===== src/gbf_map.svh =====
// Byte codes, field positions and sizes of the binary message framer
`ifndef GBF_MAP_SVH
`define GBF_MAP_SVH

// ---------------------------------------------------------------------
// Frame delimiters
// ---------------------------------------------------------------------
`define GBF_SYNC0      8'hA0
`define GBF_SYNC1      8'hA2
`define GBF_END0       8'hB0
`define GBF_END1       8'hB3

// ---------------------------------------------------------------------
// Message identifiers
// ---------------------------------------------------------------------
`define GBF_ID_NAV     8'h02
`define GBF_ID_SAT     8'h43
`define GBF_SUB_SAT    8'h10
`define GBF_ID_CYC     8'h33
`define GBF_SUB_CYC    8'h01
`define GBF_ID_VER     8'h06
`define GBF_ID_POLL    8'h84
`define GBF_ID_OTS     8'h12
`define GBF_ID_ACK     8'h0B
`define GBF_ID_NAK     8'h0C

// ---------------------------------------------------------------------
// Sizes and field positions
// ---------------------------------------------------------------------
`define GBF_NAV_HDR    5'd29
`define GBF_NAV_LEN    16'd47
`define GBF_USED_MAX   8'd18
`define GBF_SAT_HDR    5'd18
`define GBF_REC_BYTES  16'd12
`define GBF_REC_LAST   4'd11
`define GBF_MAX_SATS   8'd15
`define GBF_SHORT_HDR  5'd3
`define GBF_OTS_HDR    5'd2
`define GBF_ST_ACQ     0
`define GBF_ST_EPH     7
`define GBF_ST_USED    15
`define GBF_GPS_LO     8'd1
`define GBF_GPS_HI     8'd32
`define GBF_GLO_LO     8'd65
`define GBF_GLO_HI     8'd88
`define GBF_SBAS_LO    8'd120
`define GBF_SBAS_HI    8'd138
`define GBF_QZA_LO     8'd173
`define GBF_QZA_HI     8'd187
`define GBF_QZB_LO     8'd193
`define GBF_QZB_HI     8'd202

`endif


===== src/gbf_pkg.sv =====
// Types shared by the binary message framer
package gbf_pkg;

   // ------------------------------------------------------------------
   // Message kinds and frame sequence
   // ------------------------------------------------------------------
   typedef enum logic [2:0] {
      K_NAV, K_SAT, K_CYC, K_VER, K_OTS, K_ACK, K_NAK
   } gbf_kind_t;

   typedef enum logic [3:0] {
      ST_IDLE, ST_SYNC0, ST_SYNC1, ST_LENH, ST_LENL,
      ST_PAY, ST_CKH, ST_CKL, ST_END0, ST_END1
   } gbf_st_t;

   // ------------------------------------------------------------------
   // Per space_vehicle record and message fields
   // ------------------------------------------------------------------
   typedef struct packed {
      logic [2:0]  constel;
      logic [4:0]  aux;
      logic [7:0]  id;
      logic [15:0] azim;
      logic [15:0] elev;
      logic [15:0] cn0;
      logic        acq;
      logic        eph;
      logic        used;
   } gbf_rec_t;

   typedef struct packed {
      logic [15:0]        week;
      logic [31:0]        week_time_ms;
      logic signed [31:0] pos_x;
      logic signed [31:0] pos_y;
      logic signed [31:0] pos_z;
      logic signed [15:0] vel_x;
      logic signed [15:0] vel_y;
      logic signed [15:0] vel_z;
      logic [7:0]         horizontal_dilution;
      logic [7:0]         used_cnt;
      logic [3:0]         grp_cnt;
      logic [3:0]         grp_idx;
      logic [7:0]         nsat;
      logic [7:0]         ack_id;
      logic [7:0]         ack_sub;
   } gbf_fields_t;

endpackage


===== src/gbf_framer.sv =====
// Binary output message framer: builds, checksums and streams frames
`timescale 1ns/1ps
// How it works
// - Satellite data opens 43 10, week, ms time, eight zero bytes
// - Group byte: message count high nibble, index low nibble
// - Satellite count kept within one to fifteen, then records
// - Record info word top three bits hold constellation code
// - Info bits twelve to eight hold channel or augmentation code
// - Info low byte holds satellite number or slot
// - Azimuth, elevation, carrier-to-noise follow as 2-byte tenths
// - 32-bit status: bit 0 acquired, 7 ephemeris, 15 used
// - Navigation message: id 2, 4-byte positions, 2-byte velocities
// - Then filler, dilution, filler, week, millisecond time
// - Used count up to eighteen, eighteen-entry list zero padded
// - Used list entries outside the legal ranges go out as zero
// - Cycle-complete 33 01 00 sent after the cycle's last message
// - Successful version poll 132 queues version message 6
// - Version message: two lengths, two zero-terminated strings
// - Ok-to-send id 18: zero before sleep, one awake and at start
// - Acknowledge 11 carries request id and sub-id
// - Negative acknowledge 12 carries failed id and sub-id
// - Frame: A0 A2, length, payload, checksum, B0 B3
`include "gbf_map.svh"
module gbf_framer
   import gbf_pkg::*;
#(
   parameter int VER_AW = 6
) (
   // Clock, reset, enable
   input  logic        i_core_clk,
   input  logic        i_rst,
   input  logic        i_ce,
   // Message requests
   input  logic        i_req_valid,
   input  gbf_kind_t   i_req_kind,
   input  logic        i_req_last,
   input  gbf_fields_t i_fields,
   output logic        o_req_ready,
   // Host command outcome
   input  logic        i_cmd_done,
   input  logic        i_cmd_ok,
   input  logic [7:0]  i_cmd_id,
   input  logic [7:0]  i_cmd_sub,
   // Power state events
   input  logic        i_sleep_enter,
   input  logic        i_wake,
   // Table writes
   input  logic        i_rec_wr,
   input  logic [3:0]  i_rec_addr,
   input  gbf_rec_t    i_rec,
   input  logic        i_used_wr,
   input  logic [4:0]  i_used_addr,
   input  logic [7:0]  i_used_id,
   input  logic        i_ver_wr,
   input  logic [VER_AW-1:0] i_ver_addr,
   input  logic [7:0]  i_ver_char,
   input  logic [7:0]  i_ver_vlen,
   input  logic [7:0]  i_ver_clen,
   // Byte stream
   output logic [7:0]  o_tx_data,
   output logic        o_tx_valid,
   input  logic        i_tx_ready,
   output logic        o_busy
);

   // ------------------------------------------------------------------
   // State
   // ------------------------------------------------------------------
   typedef struct packed {
      gbf_st_t                      st;
      gbf_kind_t                    kind;
      gbf_fields_t                  f;
      logic [15:0]                  len;
      logic [7:0]                   pos;
      logic [14:0]                  csum;
      logic [3:0]                   rec_i;
      logic [3:0]                   rb;
      logic [7:0]                   vlen;
      logic [7:0]                   clen;
      logic                         ots_pend;
      logic                         ots_val;
      logic                         ind;
      logic                         ack_pend;
      logic                         aok;
      logic                         ver_pend;
      logic                         cyc_pend;
      logic [7:0]                   aid;
      logic [7:0]                   asub;
      logic [7:0]                   b0;
      logic [7:0]                   b1;
      logic [1:0]                   cnt;
      logic                         vld;
      logic                         rdy;
      logic                         busy;
      gbf_rec_t [14:0]              rec;
      logic [17:0][7:0]             umem;
      logic [2**VER_AW-1:0][7:0]    vmem;
   } gbf_state_t;

   gbf_state_t       s_r;
   gbf_state_t       s_nxt;
   logic             gen_push;
   logic             pop;
   logic [7:0]       gen_byte;
   logic [7:0]       pay_byte;
   logic [7:0]       tail;
   logic [7:0]       ver_tk;
   logic [28:0][7:0] hdr;
   logic [11:0][7:0] recb;

   // ------------------------------------------------------------------
   // Helpers
   // ------------------------------------------------------------------
   // Pack one record into 12 bytes: info word, azimuth, elevation, carrier-to-noise, status word
   function automatic logic [11:0][7:0] rec_bytes(input gbf_rec_t r);
      logic [31:0] stat;
      stat                = 32'h0000_0000;
      stat[`GBF_ST_ACQ]   = r.acq;
      stat[`GBF_ST_EPH]   = r.eph;
      stat[`GBF_ST_USED]  = r.used;
      return {r.constel, r.aux, r.id, r.azim, r.elev, r.cn0, stat};
   endfunction

   function automatic logic id_ok(input logic [7:0] v);
      return (v >= `GBF_GPS_LO  && v <= `GBF_GPS_HI)  ||
             (v >= `GBF_GLO_LO  && v <= `GBF_GLO_HI)  ||
             (v >= `GBF_SBAS_LO && v <= `GBF_SBAS_HI) ||
             (v >= `GBF_QZA_LO  && v <= `GBF_QZA_HI)  ||
             (v >= `GBF_QZB_LO  && v <= `GBF_QZB_HI);
   endfunction

   function automatic logic [4:0] hlen_of(input gbf_kind_t k);
      unique case (k)
         K_NAV:   return `GBF_NAV_HDR;
         K_SAT:   return `GBF_SAT_HDR;
         K_OTS:   return `GBF_OTS_HDR;
         default: return `GBF_SHORT_HDR;
      endcase
   endfunction

   function automatic logic [15:0] len_of(input gbf_kind_t k,
                                          input logic [7:0] nsat,
                                          input logic [7:0] vl,
                                          input logic [7:0] cl);
      unique case (k)
         K_NAV:   return `GBF_NAV_LEN;
         K_SAT:   return 16'(`GBF_SAT_HDR) + `GBF_REC_BYTES * {8'h00, nsat};
         K_VER:   return 16'(`GBF_SHORT_HDR) + {8'h00, vl} + {8'h00, cl};
         K_OTS:   return 16'(`GBF_OTS_HDR);
         default: return 16'(`GBF_SHORT_HDR);
      endcase
   endfunction

   // ------------------------------------------------------------------
   // Next state
   // ------------------------------------------------------------------
   always_comb begin
      s_nxt    = s_r;
      gen_push = (s_r.st != ST_IDLE) && (s_r.cnt != 2'd2);
      pop      = s_r.vld && i_tx_ready;
      gen_byte = 8'h00;
      pay_byte = 8'h00;
      tail     = s_r.pos - {3'd0, hlen_of(s_r.kind)};
      ver_tk   = tail - s_r.vlen;
      recb     = rec_bytes(s_r.rec[s_r.rec_i]);

      // Table writes land at once; rewriting mid-frame tears the frame
      if (i_rec_wr && {4'h0, i_rec_addr} < `GBF_MAX_SATS) begin
         s_nxt.rec[i_rec_addr] = i_rec;
      end
      if (i_used_wr && {3'd0, i_used_addr} < `GBF_USED_MAX) begin
         s_nxt.umem[i_used_addr] = i_used_id;
      end
      if (i_ver_wr) begin
         s_nxt.vmem[i_ver_addr] = i_ver_char;
      end

      // Fixed part of each payload, left aligned
      unique case (s_r.kind)
         K_NAV: hdr = {`GBF_ID_NAV, s_r.f.pos_x, s_r.f.pos_y, s_r.f.pos_z,
                       s_r.f.vel_x, s_r.f.vel_y, s_r.f.vel_z, 8'h00,
                       s_r.f.horizontal_dilution, 8'h00, s_r.f.week,
                       s_r.f.week_time_ms, s_r.f.used_cnt};
         K_SAT: hdr = {`GBF_ID_SAT, `GBF_SUB_SAT, s_r.f.week,
                       s_r.f.week_time_ms, 64'h0, s_r.f.grp_cnt,
                       s_r.f.grp_idx, s_r.f.nsat, 88'h0};
         K_CYC: hdr = {`GBF_ID_CYC, `GBF_SUB_CYC, 8'h00, 208'h0};
         K_VER: hdr = {`GBF_ID_VER, s_r.vlen, s_r.clen, 208'h0};
         K_OTS: hdr = {`GBF_ID_OTS, 7'h00, s_r.ind, 216'h0};
         K_ACK: hdr = {`GBF_ID_ACK, s_r.f.ack_id, s_r.f.ack_sub, 208'h0};
         K_NAK: hdr = {`GBF_ID_NAK, s_r.f.ack_id, s_r.f.ack_sub, 208'h0};
         default: hdr = '0;
      endcase

      if (s_r.pos < {3'd0, hlen_of(s_r.kind)}) begin
         pay_byte = hdr[5'd28 - s_r.pos[4:0]];
      end else if (s_r.kind == K_NAV) begin
         if (tail < s_r.f.used_cnt && id_ok(s_r.umem[tail[4:0]])) begin
            pay_byte = s_r.umem[tail[4:0]];
         end
      end else if (s_r.kind == K_SAT) begin
         pay_byte = recb[`GBF_REC_LAST - s_r.rb];
      end else if (s_r.kind == K_VER) begin
         if (tail < s_r.vlen) begin
            if (tail != s_r.vlen - 8'd1) begin
               pay_byte = s_r.vmem[VER_AW'(tail)];
            end
         end else if (ver_tk != s_r.clen - 8'd1) begin
            pay_byte = s_r.vmem[VER_AW'(s_r.vlen - 8'd1 + ver_tk)];
         end
      end

      // ---------------------------------------------------------------
      // Frame sequence
      // ---------------------------------------------------------------
      // Delimiters and order
      unique case (s_r.st)
         ST_IDLE: gen_byte = 8'h00;
         ST_SYNC0: begin
            gen_byte = `GBF_SYNC0;
            if (gen_push) s_nxt.st = ST_SYNC1;
         end
         ST_SYNC1: begin
            gen_byte = `GBF_SYNC1;
            if (gen_push) s_nxt.st = ST_LENH;
         end
         ST_LENH: begin
            gen_byte = s_r.len[15:8];
            if (gen_push) s_nxt.st = ST_LENL;
         end
         ST_LENL: begin
            gen_byte = s_r.len[7:0];
            if (gen_push) s_nxt.st = ST_PAY;
         end
         ST_PAY: begin
            gen_byte = pay_byte;
            if (gen_push) begin
               s_nxt.csum = s_r.csum + {7'h00, pay_byte};
               s_nxt.pos  = s_r.pos + 8'd1;
               if (s_r.kind == K_SAT && s_r.pos >= {3'd0, `GBF_SAT_HDR}) begin
                  if (s_r.rb == `GBF_REC_LAST) begin
                     s_nxt.rb    = 4'h0;
                     s_nxt.rec_i = s_r.rec_i + 4'h1;
                  end else begin
                     s_nxt.rb = s_r.rb + 4'h1;
                  end
               end
               if ({8'h00, s_r.pos} == s_r.len - 16'd1) s_nxt.st = ST_CKH;
            end
         end
         ST_CKH: begin
            gen_byte = {1'b0, s_r.csum[14:8]};
            if (gen_push) s_nxt.st = ST_CKL;
         end
         ST_CKL: begin
            gen_byte = s_r.csum[7:0];
            if (gen_push) s_nxt.st = ST_END0;
         end
         ST_END0: begin
            gen_byte = `GBF_END0;
            if (gen_push) s_nxt.st = ST_END1;
         end
         ST_END1: begin
            gen_byte = `GBF_END1;
            if (gen_push) s_nxt.st = ST_IDLE;
         end
         default: s_nxt.st = ST_IDLE;
      endcase

      // Two-entry buffer; a stalled receiver halts the sequence above
      if (pop) begin
         s_nxt.b0  = s_r.b1;
         s_nxt.cnt = s_r.cnt - 2'd1;
      end
      if (gen_push) begin
         if (s_nxt.cnt == 2'd0) begin
            s_nxt.b0 = gen_byte;
         end else begin
            s_nxt.b1 = gen_byte;
         end
         s_nxt.cnt = s_nxt.cnt + 2'd1;
      end

      // ---------------------------------------------------------------
      // Frame start, fixed priority among pending messages
      // ---------------------------------------------------------------
      if (s_r.st == ST_IDLE) begin
         s_nxt.pos   = 8'h00;
         s_nxt.csum  = 15'h0000;
         s_nxt.rb    = 4'h0;
         s_nxt.rec_i = 4'h0;
         s_nxt.vlen  = i_ver_vlen;
         s_nxt.clen  = i_ver_clen;
         if (s_r.ots_pend) begin
            s_nxt.kind     = K_OTS;
            s_nxt.ind      = s_r.ots_val;
            s_nxt.ots_pend = 1'b0;
            s_nxt.st       = ST_SYNC0;
         end else if (s_r.ack_pend) begin
            s_nxt.kind      = s_r.aok ? K_ACK : K_NAK;
            s_nxt.f.ack_id  = s_r.aid;
            s_nxt.f.ack_sub = s_r.asub;
            s_nxt.ack_pend  = 1'b0;
            s_nxt.st        = ST_SYNC0;
         end else if (s_r.ver_pend) begin
            s_nxt.kind     = K_VER;
            s_nxt.ver_pend = 1'b0;
            s_nxt.st       = ST_SYNC0;
         end else if (s_r.cyc_pend) begin
            s_nxt.kind     = K_CYC;
            s_nxt.cyc_pend = 1'b0;
            s_nxt.st       = ST_SYNC0;
         end else if (i_req_valid && s_r.rdy) begin
            s_nxt.kind     = i_req_kind;
            s_nxt.f        = i_fields;
            s_nxt.cyc_pend = i_req_last;
            s_nxt.st       = ST_SYNC0;
            if (i_fields.nsat == 8'h00) begin
               s_nxt.f.nsat = 8'h01;
            end else if (i_fields.nsat > `GBF_MAX_SATS) begin
               s_nxt.f.nsat = `GBF_MAX_SATS;
            end
            if (i_fields.used_cnt > `GBF_USED_MAX) begin
               s_nxt.f.used_cnt = `GBF_USED_MAX;
            end
         end
         s_nxt.len = len_of(s_nxt.kind, s_nxt.f.nsat, s_nxt.vlen,
                            s_nxt.clen);
      end

      // Events after the clears, so a same-cycle event is kept
      // Sleep and wake
      if (i_sleep_enter) begin
         s_nxt.ots_pend = 1'b1;
         s_nxt.ots_val  = 1'b0;
      end
      if (i_wake) begin
         s_nxt.ots_pend = 1'b1;
         s_nxt.ots_val  = 1'b1;
      end
      // One outcome is held; a newer one replaces an unsent one
      if (i_cmd_done) begin
         s_nxt.ack_pend = 1'b1;
         s_nxt.aok      = i_cmd_ok;
         s_nxt.aid      = i_cmd_id;
         s_nxt.asub     = i_cmd_sub;
         if (i_cmd_ok && i_cmd_id == `GBF_ID_POLL) s_nxt.ver_pend = 1'b1;
      end

      s_nxt.vld  = s_nxt.cnt != 2'd0;
      s_nxt.busy = s_nxt.st != ST_IDLE;
      s_nxt.rdy  = (s_nxt.st == ST_IDLE) && !s_nxt.ots_pend &&
                   !s_nxt.ack_pend && !s_nxt.ver_pend && !s_nxt.cyc_pend;
   end

   // ------------------------------------------------------------------
   // Registers
   // ------------------------------------------------------------------
   always_ff @(posedge i_core_clk or posedge i_rst) begin
      if (i_rst) begin
         s_r          <= '0;
         s_r.ots_pend <= 1'b1;
         s_r.ots_val  <= 1'b1;
      end else if (i_ce) begin
         s_r <= s_nxt;
      end
   end

   assign o_tx_data   = s_r.b0;
   assign o_tx_valid  = s_r.vld;
   assign o_req_ready = s_r.rdy;
   assign o_busy      = s_r.busy;
endmodule


===== config.mk =====
export PLATFORM = sky130hd
export DESIGN_NAME = gbf_framer
export DESIGN_NICKNAME = d
export VERILOG_FILES = /design/src/gbf_pkg.sv /design/src/gbf_framer.sv
export VERILOG_INCLUDE_DIRS = /design/src /design/src/src
export SDC_FILE = /design/constraint.sdc
export NUM_CORES = 2
export LEC_CHECK = 0
export ABC_AREA = 1
export BUFFER_PORTS_ARGS = -buffer_cell sky130_fd_sc_hd__clkbuf_2
export CORE_MARGIN = 1
export CORE_UTILIZATION = 40
export DETAILED_ROUTE_END_ITERATION = 10
export PLACE_DENSITY = 0.61
export SYNTH_ARGS = -nofsm -noshare
export SYNTH_HDL_FRONTEND = slang
export SYNTH_SLANG_ARGS = --single-unit

===== constraint.sdc =====
create_clock -name i_core_clk -period 68.6 [get_ports i_core_clk]
set_input_delay 0 -clock i_core_clk [delete_from_list [all_inputs] [get_ports i_core_clk]]
set_output_delay 0 -clock i_core_clk [all_outputs]
set_load 0.02 [all_outputs]

==> flow_metrics.py <==
metrics = {
    "critical_path": {
        "worstPathMaxFanout": 58,
        "cp_common_cell": "nand2_1",
        "crit_slowest_cell": "inv_2",
        "critPathLaunchType": "flip-flop",
        "required_ns": 69.32,
        "slowest_delay_ns": 0.69,
        "worst-setup-path-type": "reg2reg",
        "worstPathArrival_ns": 11.02,
        "end_kind": "flip-flop",
    },
    "floorplanning": {
        "pin_count": 397,
        "rows": 183,
        "die_h_um": 503.6,
        "core_area_um2": 249300,
        "fp.dieArea_um2": 253700,
        "die_w_um": 503.6,
        "initial_utilization_pct": 40.37,
    },
    "synthesis": {
        "syn-cell-area_um2": 100700,
        "ys.flop_type": "dfrtp_1",
        "ys_types": 60,
        "synth_area_leaders": "dfrtp_1 50%, nand2_1 14%, o21ai_0 10%, nand3_1 5.4%, nor2_1 4.3%",
        "avgSynthCellArea_um2": 7.727,
        "syn_nets": 13490,
        "synth_top_cell_area_share_pct": 49.97,
        "synth_edf_count": 0,
        "syn_inst": 13030,
        "yosysSeqAreaShare_pct": 50.02,
        "async_flop_share_pct": 100.0,
        "synth_seq_cells": 2012,
        "synth_area_leader_cell": "dfrtp_1",
        "yosysWarnings": 0,
    },
    "clock_network": {
        "cts_sinks": 2012,
        "cts.htree.levels": 4,
        "clkLatencyLatePin_ns": 0.88,
        "cts.repair.resized": 0,
        "cts_setup_buffers": 0,
        "cts_tree": "yes",
        "ctsHoldBuffers": 741,
        "cts_root_buf": "clkbuf_16",
        "clkTransAtPathRegs_ns": 0.06,
        "cts_buffers": 216,
        "clock_path_buffers": 3,
    },
    "timing": {
        "finalCriticalPeriod_ns": 10.30,
        "hold_viol_final": 0,
        "rsz0062_at_grt": "no",
        "relSlewSlack_pct": 10.40,
        "max_freq_ghz": 0.09711,
        "fin_skew_ns": 0.04988,
        "worstMarginPinSlew_ns": 1.334,
        "setup_viol": 0,
        "period_share_pct": 15.01,
        "tns_ns": 0,
        "report.final.slew_viol_count": 0,
    },
    "finish": {
        "seq_area_um2": 50370,
        "nNetsFinal": 14010,
        "area_growth_pct": 18.23,
        "multiInputGateArea_um2": 44290,
        "drive_gt1_share_pct": 7.418,
        "nFillCells": 24190,
    },
    "grt": {
        "grt_usage_pct": 28.23,
        "overflow": 0,
        "grt_pass1_vias": 89590,
        "antenna_found_initial": 38,
        "grt_max_degree": 207,
        "grt_pass1_wl_um": 556500,
    },
    "routing": {
        "drt-initial-drc-count": 11340,
        "wire_per_inst_um": 21.31,
        "postRouteAntennaNets": 0,
        "dr_total_vias": 94780,
        "via_per_inst": 5.551,
        "drc_errors": 0,
        "drt-total-wl_um": 363900,
        "dr.pass1.iters": 9,
    },
    "hold_path": {
        "hold_path_class": "in2reg",
    },
    "placed_design": {
        "place_congestion": 0.9150,
        "dp_hpwl_um": 209600,
        "port_buffers": 396,
    },
    "run": {
        "cap_violations": 0,
    },
    "status": {
        "status": "complete, no violations",
    },
}
## worst max-delay path, delay by kind of cell, from the launching register on
kind                     cells  cell delay [ns]
AND/OR/NAND/NOR             28             3.41
buffers and inverters        9             2.96
adder cells (fa/ha/maj)      5             2.00
AO/OA/AOI/OAI                7             1.17
flip-flops                   1             0.51
## kinds of logic (layout without fill, tap and decap cells)
logic type	count (synthesis)	in the layout	synth area share, %
AND/OR/NAND/NOR	6240	6240	25.07
AO/OA/AOI/OAI	3079	3079	16.77
flip-flops	2012	2012	50.02
buffers and inverters	1530	2227	6.287
adder cells (fa/ha/maj)	78	78	1.014
XOR/XNOR	47	47	0.4164
multiplexers	40	40	0.4139
other	0	21	0
## final cells by class
cell class,instances,area share [%]
Clock buffer,316,5.308
Multi-Input combinational cell,9484,37.21
Timing Repair Buffer,1290,9.000
Sequential cell,2012,42.33
Antenna cell,21,0.04416
Clock inverter,78,0.8506
Inverter,543,1.757
Tap cell,3330,3.501
## final timing paths
check                           startpoint  slack, ns  cells past startpoint   endpoint
worst max-delay path             s_r[2010]      58.30                     49  s_r[1743]
worst min-delay path             i_rec[54]       0.03                      4  s_r[1246]
worst max register to register   s_r[2010]      58.30                     49  s_r[1743]
worst min register to register   s_r[1491]       0.48                      2  s_r[1491]
max in group asynchronous            i_rst      63.74                      9   s_r[540]
min in group asynchronous            i_rst       0.42                      4  s_r[1682]
## cell usage after synthesis, drive strengths merged (2+ instances only)
| cell type | number |
|---|---|
| nor2 | 1179 |
| clkbuf | 652 |
| o22ai | 18 |
| nor3 | 37 |
| o21a | 7 |
| or2 | 12 |
| o31ai | 5 |
| a22o | 14 |
| a31oi | 45 |
| nand2 | 3833 |
| nand3 | 1087 |
| a21oi | 455 |
| o221ai | 19 |
| buf | 335 |
| a211oi | 4 |
| xor2 | 34 |
| fa | 6 |
| o2111ai | 81 |
| xnor2 | 13 |
| a221oi | 35 |
| nand3b | 4 |
| a211o | 2 |
| a2111oi | 4 |
| nand4 | 68 |
| clkinv | 17 |
| mux2i | 27 |
| o21bai | 5 |
| a22oi | 66 |
| inv | 526 |
| o211ai | 218 |
| mux2 | 13 |
| nor4 | 10 |
| o211a | 2 |
| o21ai | 2094 |
| and2 | 8 |
| nor3b | 2 |
| ha | 72 |
| dfrtp | 2010 |
| dfstp | 2 |
## state kept, by name (all words and copies together), names as in the netlist
register     cells
o_req_ready      1
o_tx_data        8
o_tx_valid       1
o_busy           1
s_r           2001
## cell usage in the layout (no fill, tap or decap), types with 11 or more instances in the layout
| master | synthesis | final |
|---|---|---|
| a221oi_1 | 35 | 35 |
| a22o_1 | 14 | 14 |
| clkbuf_1 | 652 | 52 |
| clkbuf_2 | 0 | 396 |
| nor2_2 | 12 | 14 |
| clkbuf_16 | 0 | 221 |
| buf_4 | 46 | 140 |
| ha_1 | 72 | 70 |
| nor2_1 | 1162 | 1155 |
| a22oi_1 | 66 | 66 |
| o22ai_1 | 18 | 18 |
| clkinvlp_4 | 0 | 11 |
| o21ai_1 | 30 | 30 |
| clkinv_2 | 0 | 35 |
| mux2_2 | 13 | 13 |
| nand2_1 | 3823 | 3816 |
| buf_12 | 0 | 13 |
| o2111ai_1 | 81 | 81 |
| o21ai_0 | 2064 | 2064 |
| a31oi_1 | 45 | 45 |
| dlygate4sd3_1 | 0 | 741 |
| clkbuf_8 | 0 | 43 |
| a21oi_1 | 452 | 452 |
| inv_2 | 13 | 17 |
| o211ai_1 | 218 | 218 |
| o221ai_1 | 19 | 19 |
| nor3_1 | 32 | 32 |
| mux2i_1 | 27 | 27 |
| diode_2 | 0 | 21 |
| bufinv_16 | 0 | 18 |
| dfrtp_1 | 2010 | 2005 |
| nand4_1 | 68 | 68 |
| nand3_1 | 1084 | 1077 |
| xor2_1 | 34 | 32 |
| inv_1 | 513 | 509 |
| xnor2_1 | 12 | 12 |
## layer usage
layer,part of all wire (%),GRT usage (%),up-vias,wire [um]
met5,0.032,0,-,115
met4,3.9,10.64,18,14190
met3,7.9,4.914,886,28660
met2,45,44.09,4188,164400
met1,43,39.04,45480,156500
li1,-,-,44210,-
## per-stage QoR
stage                     instance area [um^2]  cells  utilization [%]  hold WS, ns  setup slack [ns]
after detailed placement                104200  15920            41.79       0.1909             58.47
final                                   119000  17070            47.73      0.03066             58.30
after global routing                    119000  17070            47.72      0.02988             57.58
after CTS                               119000  17050            47.71      0.01011             58.40
after floorplan                         100700  13030                -      0.09619             11.77
after global placement                  104200  15920            41.79       0.1943             58.50
Power is left out: the tool's default activity adds up to more than one toggle a clock period on the data nets, which glitch-free logic cannot reach.
